File: src/rtl/fsrc_pkg.sv
// Constants, opcodes, register map and timing for the flash command host controller
package fsrc_pkg;
   localparam int          DATA_W         = 32;
   localparam int          PADDR_W        = 8;
   // Flash opcodes used by the controller
   localparam logic [7:0]  OP_NOP         = 8'h00;
   localparam logic [7:0]  OP_WRITE_ENABLE_CMD        = 8'h06;
   localparam logic [7:0]  OP_WRITE_DISABLE_CMD        = 8'h04;
   localparam logic [7:0]  OP_STAT_RD     = 8'h05;
   localparam logic [7:0]  OP_CFG_RD      = 8'h15;
   localparam logic [7:0]  OP_SEC_RD      = 8'h2b;
   localparam logic [7:0]  OP_ID_RES      = 8'hab;
   localparam logic [7:0]  OP_RST_ARM     = 8'h66;
   localparam logic [7:0]  OP_RST         = 8'h99;
   localparam logic [7:0]  OP_GANG_LOCK   = 8'h7e;
   localparam logic [7:0]  OP_GANG_UNLOCK = 8'h98;
   localparam logic [7:0]  OP_RESUME      = 8'h30;
   localparam logic [7:0]  OP_SUSPEND_DEF = 8'hb0;
   // Register offsets
   localparam logic [7:0]  OFF_CMD        = 8'h00;
   localparam logic [7:0]  OFF_STAT       = 8'h04;
   localparam logic [7:0]  OFF_CTRL       = 8'h08;
   // Field positions
   localparam int          CMD_OP_LSB     = 0;
   localparam int          CMD_RD_BIT     = 8;
   localparam int          CTRL_QUAD_BIT  = 0;
   localparam int          CTRL_PGM_BIT   = 1;
   localparam int          STAT_BUSY_BIT  = 0;
   localparam int          STAT_SUSP_BIT  = 1;
   localparam int          STAT_REF_BIT   = 2;
   localparam int          STAT_GATE_BIT  = 3;
   localparam int          STAT_RB_LSB    = 8;
   // Hold-off counter slots
   localparam int          G_ALL          = 0;
   localparam int          G_OTH          = 1;
   localparam int          G_LAT          = 2;
   localparam int          G_SUS          = 3;
   localparam int          G_RES          = 4;
   localparam int          GATES          = 5;
   // Timing: times in ns, counts rounded up to whole clock cycles
   localparam int          CLK_PERIOD_NS  = 40;
   localparam int          SUSP_LAT_NS    = 20000;
   localparam int          R2S_NS         = 100000;
   localparam int          PGM_NS         = 1000000;
   localparam int          REC_NS         = 1000000;
   localparam int          SUSP_LAT_CYC   = (SUSP_LAT_NS + CLK_PERIOD_NS - 1) / CLK_PERIOD_NS;
   localparam int          R2S_CYC        = (R2S_NS + CLK_PERIOD_NS - 1) / CLK_PERIOD_NS;
   localparam int          PGM_CYC        = (PGM_NS + CLK_PERIOD_NS - 1) / CLK_PERIOD_NS;
   localparam int          REC_CYC        = (REC_NS + CLK_PERIOD_NS - 1) / CLK_PERIOD_NS;
   localparam int          SCLK_HALF_CYC  = 4;

   // Commands the flash takes at any time while suspended
   function automatic logic fsrc_exempt(input logic [7:0] op);
      fsrc_exempt = (op == OP_WRITE_DISABLE_CMD) || (op == OP_STAT_RD) || (op == OP_CFG_RD) ||
                    (op == OP_SEC_RD) || (op == OP_ID_RES) || (op == OP_RST_ARM) ||
                    (op == OP_RST) || (op == OP_NOP);
   endfunction
endpackage

File: src/rtl/fsrc_shift_if.sv
// Request and answer signals between the command sequencer and the serial shifter
interface fsrc_shift_if;
   logic        start;
   logic [7:0]  opcode;
   logic        quad;
   logic        rd;
   logic        busy;
   logic        done;
   logic [7:0]  rdata;
   modport ctrl    (output start, opcode, quad, rd, input busy, done, rdata);
   modport shifter (input start, opcode, quad, rd, output busy, done, rdata);
endinterface

File: src/rtl/fsrc_ctrl.sv
// Host controller for gang lock, suspend/resume, no-op and software reset of a serial flash
//
// Decided for this implementation: the AHB-Lite interface to the registers and the address map.

// Overview of operation
// - Gang lock sets, gang unlock clears all bits
// - Write enable sent before each gang command
// - Opcodes: eight single-line clocks or two quad
// - Chip select rises only on byte boundary
// - Latency-class commands wait for the suspend latency
// - Exempt commands allowed any time while suspended (here still refused while the post-resume G_OTH hold-off runs)
// - Program inside erase suspend finishes before resume
// - After resume, wait before suspend or others
// - Resume ignored in enhance mode; host exits first (no enhance mode handling here, resume is sent as is)
// - Reset arm then reset, nothing in between
// - Host waits recovery time after software reset
module fsrc_ctrl #(
   parameter int          SUSP_LAT_CYC = fsrc_pkg::SUSP_LAT_CYC,
   parameter int          R2S_CYC      = fsrc_pkg::R2S_CYC,
   parameter int          PGM_CYC      = fsrc_pkg::PGM_CYC,
   parameter int          REC_CYC      = fsrc_pkg::REC_CYC,
   parameter logic [7:0]  SUSPEND_OP   = fsrc_pkg::OP_SUSPEND_DEF,
   parameter int          SCLK_HALF    = fsrc_pkg::SCLK_HALF_CYC
) (
   input  wire logic                         clock,
   input  wire logic                         resetn,
   input  wire logic                         hsel,
   input  wire logic [31:0]                  haddr,
   input  wire logic [1:0]                   htrans,
   input  wire logic                         hwrite,
   input  wire logic [2:0]                   hsize,
   input  wire logic [fsrc_pkg::DATA_W-1:0]  hwdata,
   input  wire logic                         hready,
   output logic                              hreadyout,
   output logic [fsrc_pkg::DATA_W-1:0]       hrdata,
   output logic                              hresp,
   output logic                              cs_n,
   output logic                              sclk,
   output logic [3:0]                        io_out,
   output logic [3:0]                        io_oe,
   input  wire logic [3:0]                   io_in
);
   import fsrc_pkg::*;

   typedef enum logic [1:0] {C_IDLE, C_PRE, C_MAIN} fsrc_c_e;
   typedef struct packed {
      fsrc_c_e                 st;
      logic                    launch;
      logic [7:0]              pre_op;
      logic [7:0]              op;
      logic                    rd;
      logic                    pend;
      logic                    pwr;
      logic [PADDR_W-1:0]      paddr;
      logic                    hready;
      logic                    hresp;
      logic [DATA_W-1:0]       hrdata;
      logic                    quad;
      logic                    susp;
      logic                    refused;
      logic [7:0]              rbyte;
      logic [GATES-1:0][31:0]  g;
      logic [7:0]              prev_op;
   } fsrc_c_s;
   localparam fsrc_c_s C_RST = '{st: C_IDLE, hready: 1'b1, default: '0};

   fsrc_c_s       q;
   fsrc_c_s       d;
   fsrc_shift_if  sh ();

   // True when the flash may take opcode op now
   function automatic logic cmd_ok(input fsrc_c_s s, input logic [7:0] op);
      logic quiet;
      quiet = (s.g[G_ALL] == '0);
      if (op == SUSPEND_OP) begin
         cmd_ok = quiet && (s.g[G_SUS] == '0);
      end else begin
         cmd_ok = quiet && (s.g[G_OTH] == '0) &&
                  (!s.susp || fsrc_exempt(op) || (s.g[G_LAT] == '0)) &&
                  !((op == OP_RESUME) && (s.g[G_RES] != '0));
      end
   endfunction

   // Read value of a register
   function automatic logic [DATA_W-1:0] rd_mux(input fsrc_c_s s);
      logic [DATA_W-1:0] v;
      v = '0;
      case (s.paddr)
         OFF_CMD: begin
            v[CMD_OP_LSB +: 8] = s.op;
            v[CMD_RD_BIT] = s.rd;
         end
         OFF_STAT: begin
            v[STAT_BUSY_BIT] = (s.st != C_IDLE);
            v[STAT_SUSP_BIT] = s.susp;
            v[STAT_REF_BIT] = s.refused;
            v[STAT_GATE_BIT] = (s.g != '0);
            v[STAT_RB_LSB +: 8] = s.rbyte;
         end
         OFF_CTRL: begin
            v[CTRL_QUAD_BIT] = s.quad;
            v[CTRL_PGM_BIT] = (s.g[G_RES] != '0);
         end
         default: v = '0;
      endcase
      rd_mux = v;
   endfunction

   // Next state: bus slave, sequencer and hold-off counters
   always_comb begin
      logic [7:0] wop;
      d = q;
      wop = hwdata[CMD_OP_LSB +: 8];
      d.launch = 1'b0;
      d.hresp = 1'b0;
      // Hold-off counters run down to zero
      for (int i = 0; i < GATES; i++) begin
         if (q.g[i] != '0) begin
            d.g[i] = q.g[i] - 32'd1;
         end
      end
      if (q.launch) begin
         d.prev_op = sh.opcode;
      end
      // Command sequencer
      case (q.st)
         C_IDLE: begin
         end
         C_PRE: begin
            if (sh.done) begin
               d.st = C_MAIN;
               d.launch = 1'b1;
            end
         end
         C_MAIN: begin
            if (sh.done) begin
               d.st = C_IDLE;
               if (q.rd) begin
                  d.rbyte = sh.rdata;
               end
               if (q.op == SUSPEND_OP) begin
                  d.susp = 1'b1;
                  d.g[G_LAT] = 32'(SUSP_LAT_CYC);
               end else if (q.op == OP_RESUME) begin
                  d.susp = 1'b0;
                  d.g[G_SUS] = 32'(R2S_CYC);
                  d.g[G_OTH] = 32'(PGM_CYC);
               end else if (q.op == OP_RST) begin
                  d.susp = 1'b0;
                  d.g[G_ALL] = 32'(REC_CYC);
                  d.quad = 1'b0;
               end
            end
         end
         default: d.st = C_IDLE;
      endcase
      // Bus address phase: one wait state follows
      if (hsel && hready && htrans[1]) begin
         d.pend = 1'b1;
         d.pwr = hwrite;
         d.paddr = haddr[PADDR_W-1:0];
         d.hready = 1'b0;
      end
      // Bus data phase
      if (q.pend) begin
         d.pend = 1'b0;
         d.hready = 1'b1;
         if (!q.pwr) begin
            d.hrdata = rd_mux(q);
         end else if (q.paddr == OFF_CMD) begin
            if (q.st == C_IDLE && cmd_ok(q, wop)) begin
               d.refused = 1'b0;
               d.op = wop;
               d.rd = hwdata[CMD_RD_BIT];
               d.launch = 1'b1;
               if (wop == OP_GANG_LOCK || wop == OP_GANG_UNLOCK) begin
                  d.pre_op = OP_WRITE_ENABLE_CMD;
                  d.st = C_PRE;
               end else if (wop == OP_RST) begin
                  d.pre_op = OP_RST_ARM;
                  d.st = C_PRE;
               end else begin
                  d.st = C_MAIN;
               end
            end else begin
               d.refused = 1'b1;
            end
         end else if (q.paddr == OFF_CTRL) begin
            d.quad = hwdata[CTRL_QUAD_BIT];
            if (hwdata[CTRL_PGM_BIT]) begin
               d.g[G_RES] = 32'(PGM_CYC);
            end
         end
      end
   end

   // State register
   always_ff @(posedge clock or negedge resetn) begin
      if (!resetn) begin
         q <= C_RST;
      end else begin
         q <= d;
      end
   end

   // opcode framing in either line mode
   assign sh.start  = q.launch;
   assign sh.opcode = (q.st == C_PRE) ? q.pre_op : q.op;
   assign sh.quad   = q.quad;
   assign sh.rd     = q.rd && (q.st == C_MAIN);

   assign hreadyout = q.hready;
   assign hrdata    = q.hrdata;
   assign hresp     = q.hresp;

   // Serial shifter driving the flash pins
   fsrc_shifter #(
      .HALF (SCLK_HALF)
   ) u_shift (
      .clock  (clock),
      .resetn (resetn),
      .sh     (sh),
      .cs_n   (cs_n),
      .sclk   (sclk),
      .io_out (io_out),
      .io_oe  (io_oe),
      .io_in  (io_in)
   );
endmodule

File: src/rtl/fsrc_shifter.sv
// Serial shifter: frames one opcode, optionally reads one byte, mode 0 clocking
module fsrc_shifter #(
   parameter int HALF = fsrc_pkg::SCLK_HALF_CYC
) (
   input  wire logic        clock,
   input  wire logic        resetn,
   fsrc_shift_if.shifter    sh,
   output logic             cs_n,
   output logic             sclk,
   output logic [3:0]       io_out,
   output logic [3:0]       io_oe,
   input  wire logic [3:0]  io_in
);
   import fsrc_pkg::*;

   typedef enum logic [1:0] {SH_IDLE, SH_RUN, SH_GAP} fsrc_sh_e;
   typedef struct packed {
      fsrc_sh_e    st;
      logic [7:0]  div;
      logic [4:0]  beat;
      logic [4:0]  tx_beats;
      logic [4:0]  total;
      logic        quad;
      logic [7:0]  sr;
      logic [7:0]  rdata;
      logic [3:0]  s1;
      logic [3:0]  s2;
      logic        cs_n;
      logic        sclk;
      logic [3:0]  io_out;
      logic [3:0]  io_oe;
      logic        done;
   } fsrc_sh_s;
   localparam fsrc_sh_s SH_RST = '{st: SH_IDLE, cs_n: 1'b1, default: '0};

   fsrc_sh_s q;
   fsrc_sh_s d;

   // Next state of the shifter
   always_comb begin
      d = q;
      d.s1 = io_in;
      d.s2 = q.s1;
      d.done = 1'b0;
      case (q.st)
         SH_IDLE: begin
            if (sh.start) begin
               d.st = SH_RUN;
               d.cs_n = 1'b0;
               d.div = '0;
               d.beat = '0;
               d.quad = sh.quad;
               d.sr = sh.opcode;
               d.rdata = '0;
               d.tx_beats = sh.quad ? 5'd2 : 5'd8;
               d.total = sh.quad ? (sh.rd ? 5'd4 : 5'd2) : (sh.rd ? 5'd16 : 5'd8);
               d.io_out = sh.quad ? sh.opcode[7:4] : {3'b000, sh.opcode[7]};
               d.io_oe = sh.quad ? 4'hf : 4'h1;
            end
         end
         SH_RUN: begin
            if (q.div == 8'(HALF - 1)) begin
               d.div = '0;
               d.sclk = !q.sclk;
               if (!q.sclk) begin
                  // Rising edge: count beat, sample read data
                  d.beat = q.beat + 5'd1;
                  if (q.beat >= q.tx_beats) begin
                     d.rdata = q.quad ? {q.rdata[3:0], q.s2} : {q.rdata[6:0], q.s2[1]};
                  end
               end else if (q.beat == q.total) begin
                  d.st = SH_GAP;
                  d.cs_n = 1'b1;
                  d.io_oe = 4'h0;
                  d.io_out = 4'h0;
               end else if (q.beat == q.tx_beats) begin
                  d.io_oe = 4'h0;
                  d.io_out = 4'h0;
               end else begin
                  d.sr = q.quad ? {q.sr[3:0], 4'h0} : {q.sr[6:0], 1'b0};
                  d.io_out = q.quad ? q.sr[3:0] : {3'b000, q.sr[6]};
               end
            end else begin
               d.div = q.div + 8'd1;
            end
         end
         SH_GAP: begin
            if (q.div == 8'(HALF - 1)) begin
               d.st = SH_IDLE;
               d.div = '0;
               d.done = 1'b1;
            end else begin
               d.div = q.div + 8'd1;
            end
         end
         default: d = SH_RST;
      endcase
   end

   // State register
   always_ff @(posedge clock or negedge resetn) begin
      if (!resetn) begin
         q <= SH_RST;
      end else begin
         q <= d;
      end
   end

   assign cs_n     = q.cs_n;
   assign sclk     = q.sclk;
   assign io_out   = q.io_out;
   assign io_oe    = q.io_oe;
   assign sh.busy  = (q.st != SH_IDLE);
   assign sh.done  = q.done;
   assign sh.rdata = q.rdata;
endmodule

File: config.mk
export PLATFORM = sky130hd
export DESIGN_NAME = fsrc_ctrl
export DESIGN_NICKNAME = d
export VERILOG_FILES = /design/src/rtl/fsrc_pkg.sv /design/src/rtl/fsrc_shift_if.sv /design/src/rtl/fsrc_ctrl.sv /design/src/rtl/fsrc_shifter.sv
export SDC_FILE = /design/constraint.sdc
export NUM_CORES = 1
export LEC_CHECK = 0
export BUFFER_PORTS_ARGS = -buffer_cell sky130_fd_sc_hd__buf_2
export CORE_AREA = 2 2 206 208
export DETAILED_ROUTE_END_ITERATION = 10
export DIE_AREA = 0 0 208 210
export PLACE_DENSITY = 0.58
export SYNTH_ARGS = -nofsm -noshare
export SYNTH_HDL_FRONTEND = slang
export SYNTH_SLANG_ARGS = --single-unit
File: constraint.sdc
create_clock -name clock -period 3.35 [get_ports clock]
set_input_delay 0 -clock clock [delete_from_list [all_inputs] [get_ports clock]]
set_output_delay 0 -clock clock [all_outputs]
set_load 0.01 [all_outputs]
==> Yosys cells after proc, flatten, opt, wreduce, memory -nomap -nowiden <==
Cells that the tools add are included.
W data, S select, Z words.
{ "classes": {"n_addsub": 7, "n_lt_le_gt_ge": 1, "n_eq_ne": 33, "muxes": 97, "bitwise_logic": 4, "n_reduce_logical": 58} }
{ "op_table": {"columns": ["op", "n"], "rows": [
  ["$mux W32", 16],
  ["$mux W128", 2],
  ["$reduce_bool A160 Y1", 1],
  ["$reduce_bool A32 Y1", 5],
  ["$sub A32 B1 Y32 const B", 5],
  ["$logic_not A32 Y1", 4],
  ["$mux W8", 11],
  ["$mux W64", 1],
  ["$mux W20", 3],
  ["$eq A8 B8 Y1 const B", 6],
  ["$pmux W15 S3", 1],
  ["$mux W42", 1],
  ["$mux W7", 5],
  ["$pmux W10 S3", 1],
  ["$mux W4", 7],
  ["$reduce_and A5 Y1", 5],
  ["$eq A8 B3 Y1 const B", 3],
  ["$eq A8 B6 Y1 const B", 3],
  ["$pmux W8 S3", 1],
  ["$pmux W11 S2", 1],
  ["$mux W21", 1],
  ["$mux W1", 20],
  ["$mux W2", 10],
  ["$mux W5", 4],
  ["other kinds (36)", 83]
]} }
{ "word_totals": {"regBits": 278, "out_inout_bits": 44, "wordCells": 234} }

==> Logic depth before layout (Yosys ltp) <==
Gate-level depths: netlist of run 1.
{ "depth": {"depth_word": 21, "depth_mapped": 9, "ltp_nobuf": 8} }

==> Hierarchy <==
Synthesis of run 1 repeated with hierarchy kept, for this count alone.
{ "hier_totals": {"hier_cells": 1360, "hier_area_um2": 13539.2} }
{ "by_module_without_submodules": {"columns": ["module", "instances", "cells_each", "area_per_inst_um2"], "rows": [
  ["fsrc_ctrl", 1, 1086, 10655.2],
  ["fsrc_shifter", 1, 274, 2884.0]
]} }

==> Worst setup path after synthesis of run 1 <==
Ideal clock, no wire load.
{ "synth_timing": {"kind": "register to register", "start": "reg q[89] (netlist name)", "end": "reg q[223] (netlist name)", "setup_time_ps": 125, "arrival_ps": 2631, "setup_slack_ps": 594, "path_stages_with_launch": 7, "cell_sequence": "dfrtp_1 -> or4_4 -> nor4_1 -> nand4_2 -> a2111oi_4 -> a21o_4 -> mux2_4"} }
{ "synth_between": {"elab_chain_cells": 10} }
{ "synth_lines": {"columns": ["element", "line_no", "rtl"], "rows": [
  ["start: declaration", "fsrc_ctrl.sv:67", "fsrc_c_s q;"],
  ["start signal: assignment", "fsrc_ctrl.sv:200", "q <= C_RST;"],
  ["start signal: assignment", "fsrc_ctrl.sv:202", "q <= d;"],
  ["$logic_not A32 Y1", "fsrc_ctrl.sv:79", "(!s.susp || fsrc_exempt(op) || (s.g[G_LAT] == '0)) &&"],
  ["$logic_or A1 B1 Y1", "fsrc_ctrl.sv:79", null],
  ["$logic_and A1 B1 Y1", "fsrc_ctrl.sv:78", "cmd_ok = quiet && (s.g[G_OTH] == '0) &&"],
  ["$logic_and A1 B1 Y1", "fsrc_ctrl.sv:79", null],
  ["$mux W1", "fsrc_ctrl.sv:75", "if (op == SUSPEND_OP) begin"],
  ["$mux W1", "fsrc_ctrl.sv:170", "end else if (q.paddr == OFF_CMD) begin"],
  ["$mux W1", "fsrc_ctrl.sv:168", "if (!q.pwr) begin"],
  ["$mux W1", "fsrc_ctrl.sv:165", "if (q.pend) begin"],
  ["$logic_and A1 B1 Y1", "fsrc_ctrl.sv:171", "if (q.st == C_IDLE && cmd_ok(q, wop)) begin"],
  ["$reduce_and A4 Y1 (no source line)", null, null]
]} }
No other way between the ends. The select of a mux whose other input is x is not followed.
A chain may end at the register's enable or synchronous reset.

==> results of run 1 <==
## layout make-up
type,instances,area [um^2]
sequential,265,6630
fill,4099,25900
timing repair buffer,102,726
clock buffer,41,872
inverter,31,116
tap,539,674
multi-input combinational,991,6340
clock inverter,15,245
## cells in the final DEF, fill, tap and decap left out, types with 6 or more instances in the layout
master	n
nor2b_1	20
nand4_1	22
dlygate4sd3_1	23
nand3b_1	6
xor2_1	45
or4_1	39
ha_1	19
clkbuf_16	30
inv_1	31
nand3_1	50
mux2_2	24
nor4b_1	6
buf_4	24
mux2i_1	21
o21ai_1	6
nand2_1	100
nor3_1	42
o211ai_1	6
or2_2	10
nand4b_1	6
a22o_1	8
nand2b_1	18
buf_2	52
nor2_1	136
dfrtp_1	263
conb_1	17
o31ai_1	24
a21oi_1	67
or3_1	51
nor4_1	38
and3_1	9
clkbuf_8	8
xnor2_1	55
o21ai_0	49
bufinv_16	6
a211oi_1	8
## per-layer routing
layer,track usage,part of all wire,vias up
met5,0,0,-
met2,0.226,0.46,142
met4,0.0337,0.020,0
li1,-,-,4961
met3,0.0241,0.037,41
met1,0.187,0.48,4891
## final timing paths
path | to | slack (ps) | cells past startpoint
worst min-delay path | q[222] | 70 | 3
min in group asynchronous | q[128] | 80 | 2
worst min register to register | q[234] | 460 | 1
worst max register to register | q[80] | 470 | 6
worst max-delay path | q[80] | 470 | 6
max in group asynchronous | u_shift.sh.rdata[3] | 2380 | 3
## cell families (layout without fill, tap and decap cells)
kind of cell,after synthesis,after routing,synth area share
xor gates and xnor gates,100,100,0.0648
and+or+nand+nor,594,594,0.241
AOI/OAI and AO/OA,213,213,0.101
buffers and inverters,118,189,0.0459
muxes,48,48,0.0389
DFF,265,265,0.491
other,1,17,0.000277
adders and majority gates,19,19,0.0176
## registers in the layout, indices dropped and copies added, names as in the netlist
name	count
u_shift.sclk	1
q	193
u_shift.sh.done	1
hrdata	16
sh.start	1
u_shift.io_out	4
sh.quad	1
u_shift.sh.rdata	8
u_shift.cs_n	1
u_shift.q	36
u_shift.io_oe	2
hreadyout	1
## critical path, stage by stage, from the launching register on
cell and delay, ps:
dfrtp_1 430, or4_1 690, or3_4 490, or4_4 600
nand4_2 270, xor2_1 200, nand2_1 80
## power breakdown
part	switching (mW)	total [mW]	internal [mW]
clock	1.37	3.65	2.28
combinational	2.02	3.54	1.52
sequential	0.896	5.02	4.13
total	4.29	12.2	7.93
==> metrics.md, run 1 <==
| Metric | Value |
|---|---|
| Status | complete, no violations |
| Layout overhead on the synthesized area | 15.4% |
| Clk slew on worst S/H paths | 60 ps |
| Sequential share of the synthesized area | 0.491 |
| Min-delay worst type | in -> reg |
| Final instance area | 15600 um^2 |
| Worst setup path start | q[80] |
| R2R Path Start | q[80] |
| Die area | 43700 um^2 |
| Worst hold slack | 74.2 ps |
| Initial DRT Pass Iterations | 5 |
| Placed cell count | 1905 |
| Mapped Area | 13500 um^2 |
| Diode count | 0 |
| Syn_area_per_cell | 9.96 um^2 |
| Clk buf depth | 3 |
| Critical Path AT | 3310 ps |
| Synth top area share | 0.487 |
| Initial Utilization | 0.326 |
| Boundary pin count | 122 |
| Port bufs | 53 |
| Worst Tran Pin Value | 1040 ps |
| Mapped Cells | 1358 |
| Crit Path Category | reg -> reg |
| First DRT Iteration DRCs | 506 |
| Routability cong. | 0.763 |
| # rows | 75 |
| H-tree Lvls | 1 |
| Post-route clock period utilization | 0.859 |
| CTS tree | done |
| Placeable Area | 41500 um^2 |
| Max VDD drop | 0.000418 V |
| Clock Latency Late Sink | 570 ps |
| Slew headroom | 0.308 |
| RSZ-0062 raised after global routing | no |
| # DRC | 0 |
| Post-DP Area | 14300 um^2 |
| Cts repair resizes | 0 |
| Area leader, netlist | dfrtp_1 |
| CP required | 3780 ps |
| Die height | 210 um |
| Via count | 10000 |
| Routed Antenna Nets | 0 |
| Final setup vio count | 0 |
| Overall global routing resource usage | 0.137 |
| Library cells used by synthesis | 79 |
| Final WS setup | 473 ps |
| Min-delay src | htrans[1] |
| Dpl hpwl | 20100 um |
| Maxcap violations | 0 |
| Cts hold-fix bufs | 23 |
| Initial antenna violation count | 0 |
| Post-layout net count | 1518 |
| Via density per instance | 5.06 |
| First-pass GRT wire length | 50600 um |
| Clock Sinks | 265 |
| Post-synth EDFFs | 0 |
| WL/cell | 15.1 um |
| TritonCTS Buffers | 30 |
| Fmax | 348 MHz |
| Non-Filler Instances | 1984 |
| Tmin final | 2880 ps |
| Root buffer cell | clkbuf_16 |
| Power Density | 783 nW/um^2 |
| CP Launch Type | register |
| Most common cell in the netlist | dfrtp_1 |
| Post-CTS setup repair buffer count | 0 |
| Largest net degree at the start of global routing | 105 |
| Vias in the first global route | 9977 |
| Skew final | 18.6 ps |
| Leak | 6.59 nW |
| Hold Vio Cnt, Final | 0 |
| Worst-path maximum fanout | 13 |
| Synth warn | 0 |
| Layout cell share with drive strength beyond 1 | 0.137 |
| CP Capture Type | register |
| Seq cells post-synth | 265 |
| GRT overflow | 0 |
| Total power | 12.2 mW |
| Final wirelength | 29900 um |
| Synth area leaders | dfrtp_1, nor2_1, xnor2_1, xor2_1, nand2_1 |
| Primary FF master, synth | dfrtp_1 |
| Async S/R FF share, synth | 1.00 |
| DP Worst Slack | 496 ps |
| Die width | 208 um |
| Fin util | 0.376 |
| Slew Limit Fails | 0 |
| Commonest cells in the netlist | dfrtp_1, nor2_1, nand2_1 |
| Final setup TNS | 0 ps |
Note: power is estimated with default switching activity, not from simulation.
==> inputs of run 2 (changes only) <==
--- a/config.mk
+++ b/config.mk
@@ -12,4 +12,5 @@
 export PLACE_DENSITY = 0.58
 export SYNTH_ARGS = -nofsm -noshare
 export SYNTH_HDL_FRONTEND = slang
+export SYNTH_HIERARCHICAL = 1
 export SYNTH_SLANG_ARGS = --single-unit
==> metrics.md, run 2 <==
| Metric | Value |
|---|---|
| Initial antenna violation count | 5 (+5) |
| Commonest non-fill, non-tap cell in the layout | dfrtp_1 |
| Final wirelength | 29300 um (-1.7%) |
| Crit Path Category | reg -> reg |
| Max VDD drop | 0.000401 V (-4.2%) |
| Largest net degree at the start of global routing | 108 (+2.9%) |
| Final setup TNS | 0 ps (unchanged) |
| Async S/R FF share, synth | 1.00 (unchanged) |
| Tmin final | 3120 ps (+240 ps) |
| First-pass GRT wire length | 49600 um (-2.0%) |
| Synth warn | 6 (+6) |
| Final setup vio count | 0 (unchanged) |
| Highest-delay cell along the critical path | or4_1 |
| Skew final | 13.3 ps (-5.32 ps) |
| Via density per instance | 4.86 (-3.9%) |
| Status | complete, no violations |
| GRT overflow | 0 (unchanged) |
| Hold path cells | 3 (unchanged) |
| Synth top area share | 0.486 (-0.000630) |
| Clock Sinks | 265 (unchanged) |
| Min-delay src | htrans[1] |
| Worst-path maximum fanout | 13 (unchanged) |
| Fillers | 4148 (+1.2%) |
| RSZ-0062 raised after global routing | no |
| Routed Antenna Nets | 0 (unchanged) |
| Maxcap violations | 0 (unchanged) |
| Synth area leaders | dfrtp_1, nor2_1, xor2_1, xnor2_1, nand2_1 |
| Post-route clock period utilization | 0.930 (+0.0715) |
| Worst path max stage delay | 640 ps (-50 ps) |
| Dpl hpwl | 20100 um (+0.16%) |
| Synth Area in XOR/XNOR | 0.0919 (+0.0271) |
| Post-CTS setup repair buffer count | 0 (unchanged) |
| Placed cell count | 1903 (-0.10%) |
| Most common cell in the netlist | dfrtp_1 |
| # rows | 75 (unchanged) |
| Most frequent cells in the layout | dfrtp_1, nor2_1, nand2_1 |
| Initial Utilization | 0.326 (+0.000422) |
| Via count | 9627 (-4.1%) |
| Layout overhead on the synthesized area | 14.1% |
| CP Launch Type | register |
| R2R Path Start | q[13] |
| Port bufs | 53 (unchanged) |
| H-tree Lvls | 1 (unchanged) |
| Sequential share of the synthesized area | 0.490 (-0.000635) |
| Most frequent CP cell | buf_4 |
| Non-Filler Instances | 1981 (-0.15%) |
| Mapped Area | 13500 um^2 (+0.13%) |
| Clk buf depth | 3 (unchanged) |
| Die height | 210 um (unchanged) |
| Crit path cell chain | or4_4 > or4_1 > nor4_1 > buf_4 > and4_1 > a41oi_2 > buf_4 > mux2_1 |
| Mapped Cells | 1360 (+0.15%) |
| Worst r2r path cells | 8 (+2) |
| R2R Path End | q[229] |
| Boundary pin count | 122 (unchanged) |
| Power Density | 667 nW/um^2 (-15%) |
| Placeable Area | 41500 um^2 (unchanged) |
| Min-delay worst type | in -> reg |
| Worst Tran Pin Value | 853 ps (-184 ps) |
| Fmax | 321 MHz (-7.7%) |
| Synth Area in Compound Gates | 0.0613 (-0.0394) |
| Die width | 208 um (unchanged) |
| CP required | 3790 ps (about the same) |
| Synth Area in Adders | 0.0176 (-0.0000227) |
| Largest register FFs | 193 (unchanged) |
| Post-layout net count | 1517 (-0.066%) |
| Clock Latency Late Sink | 560 ps (about the same) |
| WL/cell | 14.8 um (-1.6%) |
| Seq cells post-synth | 265 (unchanged) |
| Main combinational cell family by area after synthesis | simple AND/OR/NAND/NOR gates |
| Critical Path AT | 3560 ps (+250 ps) |
| Layout cell share with drive strength beyond 1 | 0.134 (-0.00290) |
| CP Capture Type | register |
| Root buffer cell | clkbuf_16 |
| Routability cong. | 0.753 (-1.3%) |
| TritonCTS Buffers | 31 (+3.3%) |
| Die area | 43700 um^2 (unchanged) |
| Clk slew on worst S/H paths | 60 ps (about the same) |
| First DRT Iteration DRCs | 417 (-18%) |
| Area leader, netlist | dfrtp_1 |
| Initial DRT Pass Iterations | 5 (unchanged) |
| Leak | 6.79 nW (+3.0%) |
| Mux cell area share after synthesis | 0.0516 (+0.0127) |
| Hold Vio Cnt, Final | 0 (unchanged) |
| Largest reg by FF count | q |
| Syn_area_per_cell | 9.96 um^2 (about the same) |
| Slew headroom | 0.427 (+0.120) |
| Library cells used by synthesis | 75 (-5.1%) |
| Slew Limit Fails | 0 (unchanged) |
| Post-synth EDFFs | 0 (unchanged) |
| CTS tree | done |
| Vias in the first global route | 9625 (-3.5%) |
| Flop-to-flop setup slack | 230 ps (-240 ps) |
| Simple-gate share of the synthesized area | 0.240 (-0.00170) |
| Overall global routing resource usage | 0.136 (-0.000733) |
| Primary FF master, synth | dfrtp_1 |
| Worst Hold End | q[222] |
| Commonest cells in the netlist | dfrtp_1, nor2_1, nand2_1 |
| # DRC | 0 (unchanged) |
## run 2: cell count changes after synthesis, moves of 17 or more
cell     previous run  this run
nor2_1            137       199
a21oi_1            67        23
xor2_1             45        78
or3_1              51        24
nand2_1           100       123
o31ai_1            24         7
## run 2: kinds of logic after synthesis
group,count (synthesis)
DFF,265
other,1
adders and majority gates,19
and+or+nand+nor,631
xor gates and xnor gates,142
AOI/OAI and AO/OA,122
muxes,61
buffers and inverters,119
## run 2: critical path: cells and delay by family, from the launching register on
kind | cells | cell delay [ps]
flops | 1 | 410
mux | 1 | 320
buf+inv | 2 | 390
compound gates | 1 | 50
simple gates | 4 | 1820
## run 2: per-stage QoR
| stage | hold slack [ps] | util | worst slack, ps | instance area, um^2 | total power, mW |
|---|---|---|---|---|---|
| 5_1_grt | 122 | 0.372 | 136 | 15400 | 11.0 |
| 6_report | 64.9 | 0.372 | 233 | 15400 | 10.3 |
| 3_3_place_gp | 122 | 0.343 | 280 | 14200 | 7.05 |
| 3_5_place_dp | 133 | 0.343 | 253 | 14200 | 7.15 |
| 4_1_cts | 73.1 | 0.372 | 238 | 15400 | 10.4 |
| 2_1_floorplan | -296 | - | 412 | 13600 | 6.49 |
## run 2: metal layers
| layer | GRT usage | share of wire |
|---|---|---|
| met1 | 0.195 | 0.50 |
| met3 | 0.0279 | 0.037 |
| met5 | 0 | 0.00082 |
| met4 | 0.0301 | 0.020 |
| met2 | 0.213 | 0.44 |
## run 2: final cells by class
| class | count | area, um^2 | area share |
|---|---|---|---|
| Timing Repair Buffer | 104 | 741 | 0.0480 |
| Sequential cell | 265 | 6630 | 0.429 |
| Inverter | 26 | 97.6 | 0.00632 |
| Clock buffer | 46 | 932 | 0.0603 |
| Tap cell | 539 | 674 | 0.0437 |
| Clock inverter | 6 | 30.0 | 0.00194 |
| Multi-Input combinational cell | 992 | 6330 | 0.410 |
| Antenna cell | 3 | 7.51 | 0.000486 |
## run 2: worst max-delay path by stage
stage,startpoint,endpoint
4_1_cts,q[12],q[229]
3_3_place_gp,q[13],q[24]
5_1_grt,q[13],q[229]
6_report,q[13],q[229]
2_1_floorplan,q[163],q[229]
3_5_place_dp,q[12],q[229]
## run 2: what timing repair did
action / CTS / global route
endpoints found under the hold margin: 136 / 0
hold buffers: 23 / 0
resized for setup: 0 / 0
## run 2: where the power goes
part	internal, mW	leakage, nW	switching (mW)
clock network	1.89	0.483	1.29
registers	3.91	3.35	0.692
logic	1.14	2.96	1.38
==> inputs of run 3 (changes only) <==
==> constraint.sdc (replaced) <==
create_clock -name clock -period 4 [get_ports clock]
set_input_delay 0 -clock clock [delete_from_list [all_inputs] [get_ports clock]]
set_output_delay 0 -clock clock [all_outputs]
set_load 0.01 [all_outputs]
==> metrics.md, run 3 (synthesis gave the netlist of run 2 again) <==
| Metric | Value |
|---|---|
| Status | complete, no violations |
| Die height | 210 um (unchanged) |
| DP Worst Slack | 554 ps (+302 ps) |
| Crit Path Category | reg -> reg |
| Clock Latency Late Sink | 550 ps (about the same) |
| Maxcap violations | 0 (unchanged) |
| GRT overflow | 0 (unchanged) |
| Largest reg by FF count | q |
| Multi-input logic area | 6330 um^2 (unchanged) |
| Clk buf depth | 3 (unchanged) |
| # rows | 75 (unchanged) |
| Critical Path AT | 3840 ps (+280 ps) |
| Port bufs | 53 (unchanged) |
| Hold Vio Cnt, Final | 0 (unchanged) |
| Post-layout net count | 1501 (-1.1%) |
| Final setup TNS | 0 ps (unchanged) |
| Layout cell share with drive strength beyond 1 | 0.120 (-0.0142) |
| Tmin final | 3400 ps (+285 ps) |
| Gate power share | 0.239 (-0.005) |
| Non-Filler Instances | 1969 (-0.61%) |
| Max VDD drop | 0.000320 V (-20%) |
| Reg area | 6630 um^2 (unchanged) |
| First-pass GRT wire length | 49100 um (-1.1%) |
| Final WS setup | 598 ps (+365 ps) |
| Routability cong. | 0.765 (+1.6%) |
| Die width | 208 um (unchanged) |
| TritonCTS Buffers | 30 (-3.2%) |
| Commonest non-fill, non-tap cell in the layout | dfrtp_1 |
| Fmax | 294 MHz (-8.4%) |
| Via count | 9598 (-0.30%) |
| Largest register FFs | 193 (unchanged) |
| Placed cell count | 1888 (-0.79%) |
| Clock Sinks | 265 (unchanged) |
| NetSw | 2.78 mW (-17%) |
| Initial DRT Pass Iterations | 5 (unchanged) |
| Clock share of power | 0.305 (-0.004) |
| R2R Path End | q[229] |
| Internal | 5.71 mW (-18%) |
| CTS tree | done |
| Post-route clock period utilization | 0.851 (-0.0798) |
| CP required | 4430 ps (+640 ps) |
| Placeable Area | 41500 um^2 (unchanged) |
| R2R Path Start | q[13] |
| Slew Limit Fails | 0 (unchanged) |
| CP Launch Type | register |
| Initial antenna violation count | 5 (unchanged) |
| Worst hold slack | 77.8 ps (+12.9 ps) |
| Via density per instance | 4.87 (+0.31%) |
| Skew final | 17.4 ps (+4.04 ps) |
| First DRT Iteration DRCs | 521 (+25%) |
| Crit path capture | q[229] |
| Largest net degree at the start of global routing | 112 (+3.7%) |
| Initial Utilization | 0.326 (unchanged) |
| CP Capture Type | register |
| Cts repair resizes | 0 (unchanged) |
| Root buffer cell | clkbuf_16 |
| # DRC | 0 (unchanged) |
| Final wirelength | 28900 um (-1.5%) |
| Worst r2r path cells | 6 (-2) |
| H-tree Lvls | 1 (unchanged) |
| WL/cell | 14.7 um (-0.94%) |
| Switching Share | 0.328 (+0.00125) |
| Worst setup path start | q[13] |
| Leak | 6.68 nW (-1.7%) |
| RSZ-0062 raised after global routing | no |
| Worst-path maximum fanout | 13 (unchanged) |
| Clk slew on worst S/H paths | 60 ps (about the same) |
| Die area | 43700 um^2 (unchanged) |
| Layout overhead on the synthesized area | 12.9% |
| Vias in the first global route | 9541 (-0.87%) |
| Fillers | 4104 (-1.1%) |
| Min-delay worst type | in -> reg |
| Flop-to-flop setup slack | 600 ps (+360 ps) |
| Worst Tran Pin Value | 966 ps (+113 ps) |
| Slew headroom | 0.356 (-0.0712) |
| Seq pwr share | 0.456 (+0.009) |
| Boundary pin count | 122 (unchanged) |
| Routed Antenna Nets | 0 (unchanged) |
| Final setup vio count | 0 (unchanged) |
| Dpl hpwl | 19900 um (-1.1%) |
| Most frequent cells in the layout | dfrtp_1, nor2_1, nand2_1 |
| Overall global routing resource usage | 0.133 (-0.00258) |
| Post-CTS setup repair buffer count | 0 (unchanged) |
| Power Density | 555 nW/um^2 (-17%) |
run 3: changes by cell type in the layout (fill, tap and decap cells not counted), sizes merged:
cell	delta
buf	-15
clkinvlp	+1
diode	+1
clkinv	-4
clkbuf	+5
run 3: timing repair:
action / CTS / global route
endpoints found under the hold margin: 138 / 0
hold buffers: 23 / 0
endpoints found under the setup margin: 0 / 0
run 3: per-layer routing:
metal  vias to the layer above  wire [um]  global-route usage
li1                       4714          -                   -
met1                      4732      14400               0.192
met2                       123      13100               0.214
met3                        27       1030              0.0223
met4                         2        367              0.0254
met5                         -         13                   0
run 3: worst min path at each step:
stage / from / to / cells past startpoint
floorplan: resetn / hrdata[0] / 0
finish: htrans[1] / q[222] / 3
global placement: resetn / q[65] / 1
CTS: htrans[1] / q[222] / 3
detailed placement: resetn / q[64] / 1
global route: htrans[1] / q[222] / 3
run 3: per-stage QoR:
stage	power [mW]	utilization	area, um^2
final	8.49	0.369	15300
after floorplan	5.43	-	13600
after global placement	5.85	0.340	14100
after global routing	9.10	0.369	15300
after detailed placement	5.92	0.340	14100
after CTS	8.60	0.368	15300
run 3: power by group through the flow:
stage / registers, mW / logic, mW / clock network, mW
detailed placement: 3.91 / 2.02 / 0
CTS: 3.87 / 2.06 / 2.67
global placement: 3.88 / 1.97 / 0
global route: 3.97 / 2.33 / 2.79
floorplan: 3.75 / 1.69 / 0
finish: 3.87 / 2.03 / 2.59
run 3: critical path, stage by stage (launching register included):
cell and delay (ps):
dfrtp_1 420, or4_4 560, or4_1 620, nor4_1 530, a21boi_2 290, a41oi_2 420
mux2_1 450
run 3: final cells by class:
type	count	area share
Tap cell	539	0.0441
Clock buffer	51	0.0596
Timing Repair Buffer	89	0.0403
Sequential cell	265	0.434
Clock inverter	3	0.00115
Antenna cell	4	0.000655
Multi-Input combinational cell	992	0.414
Inverter	26	0.00638
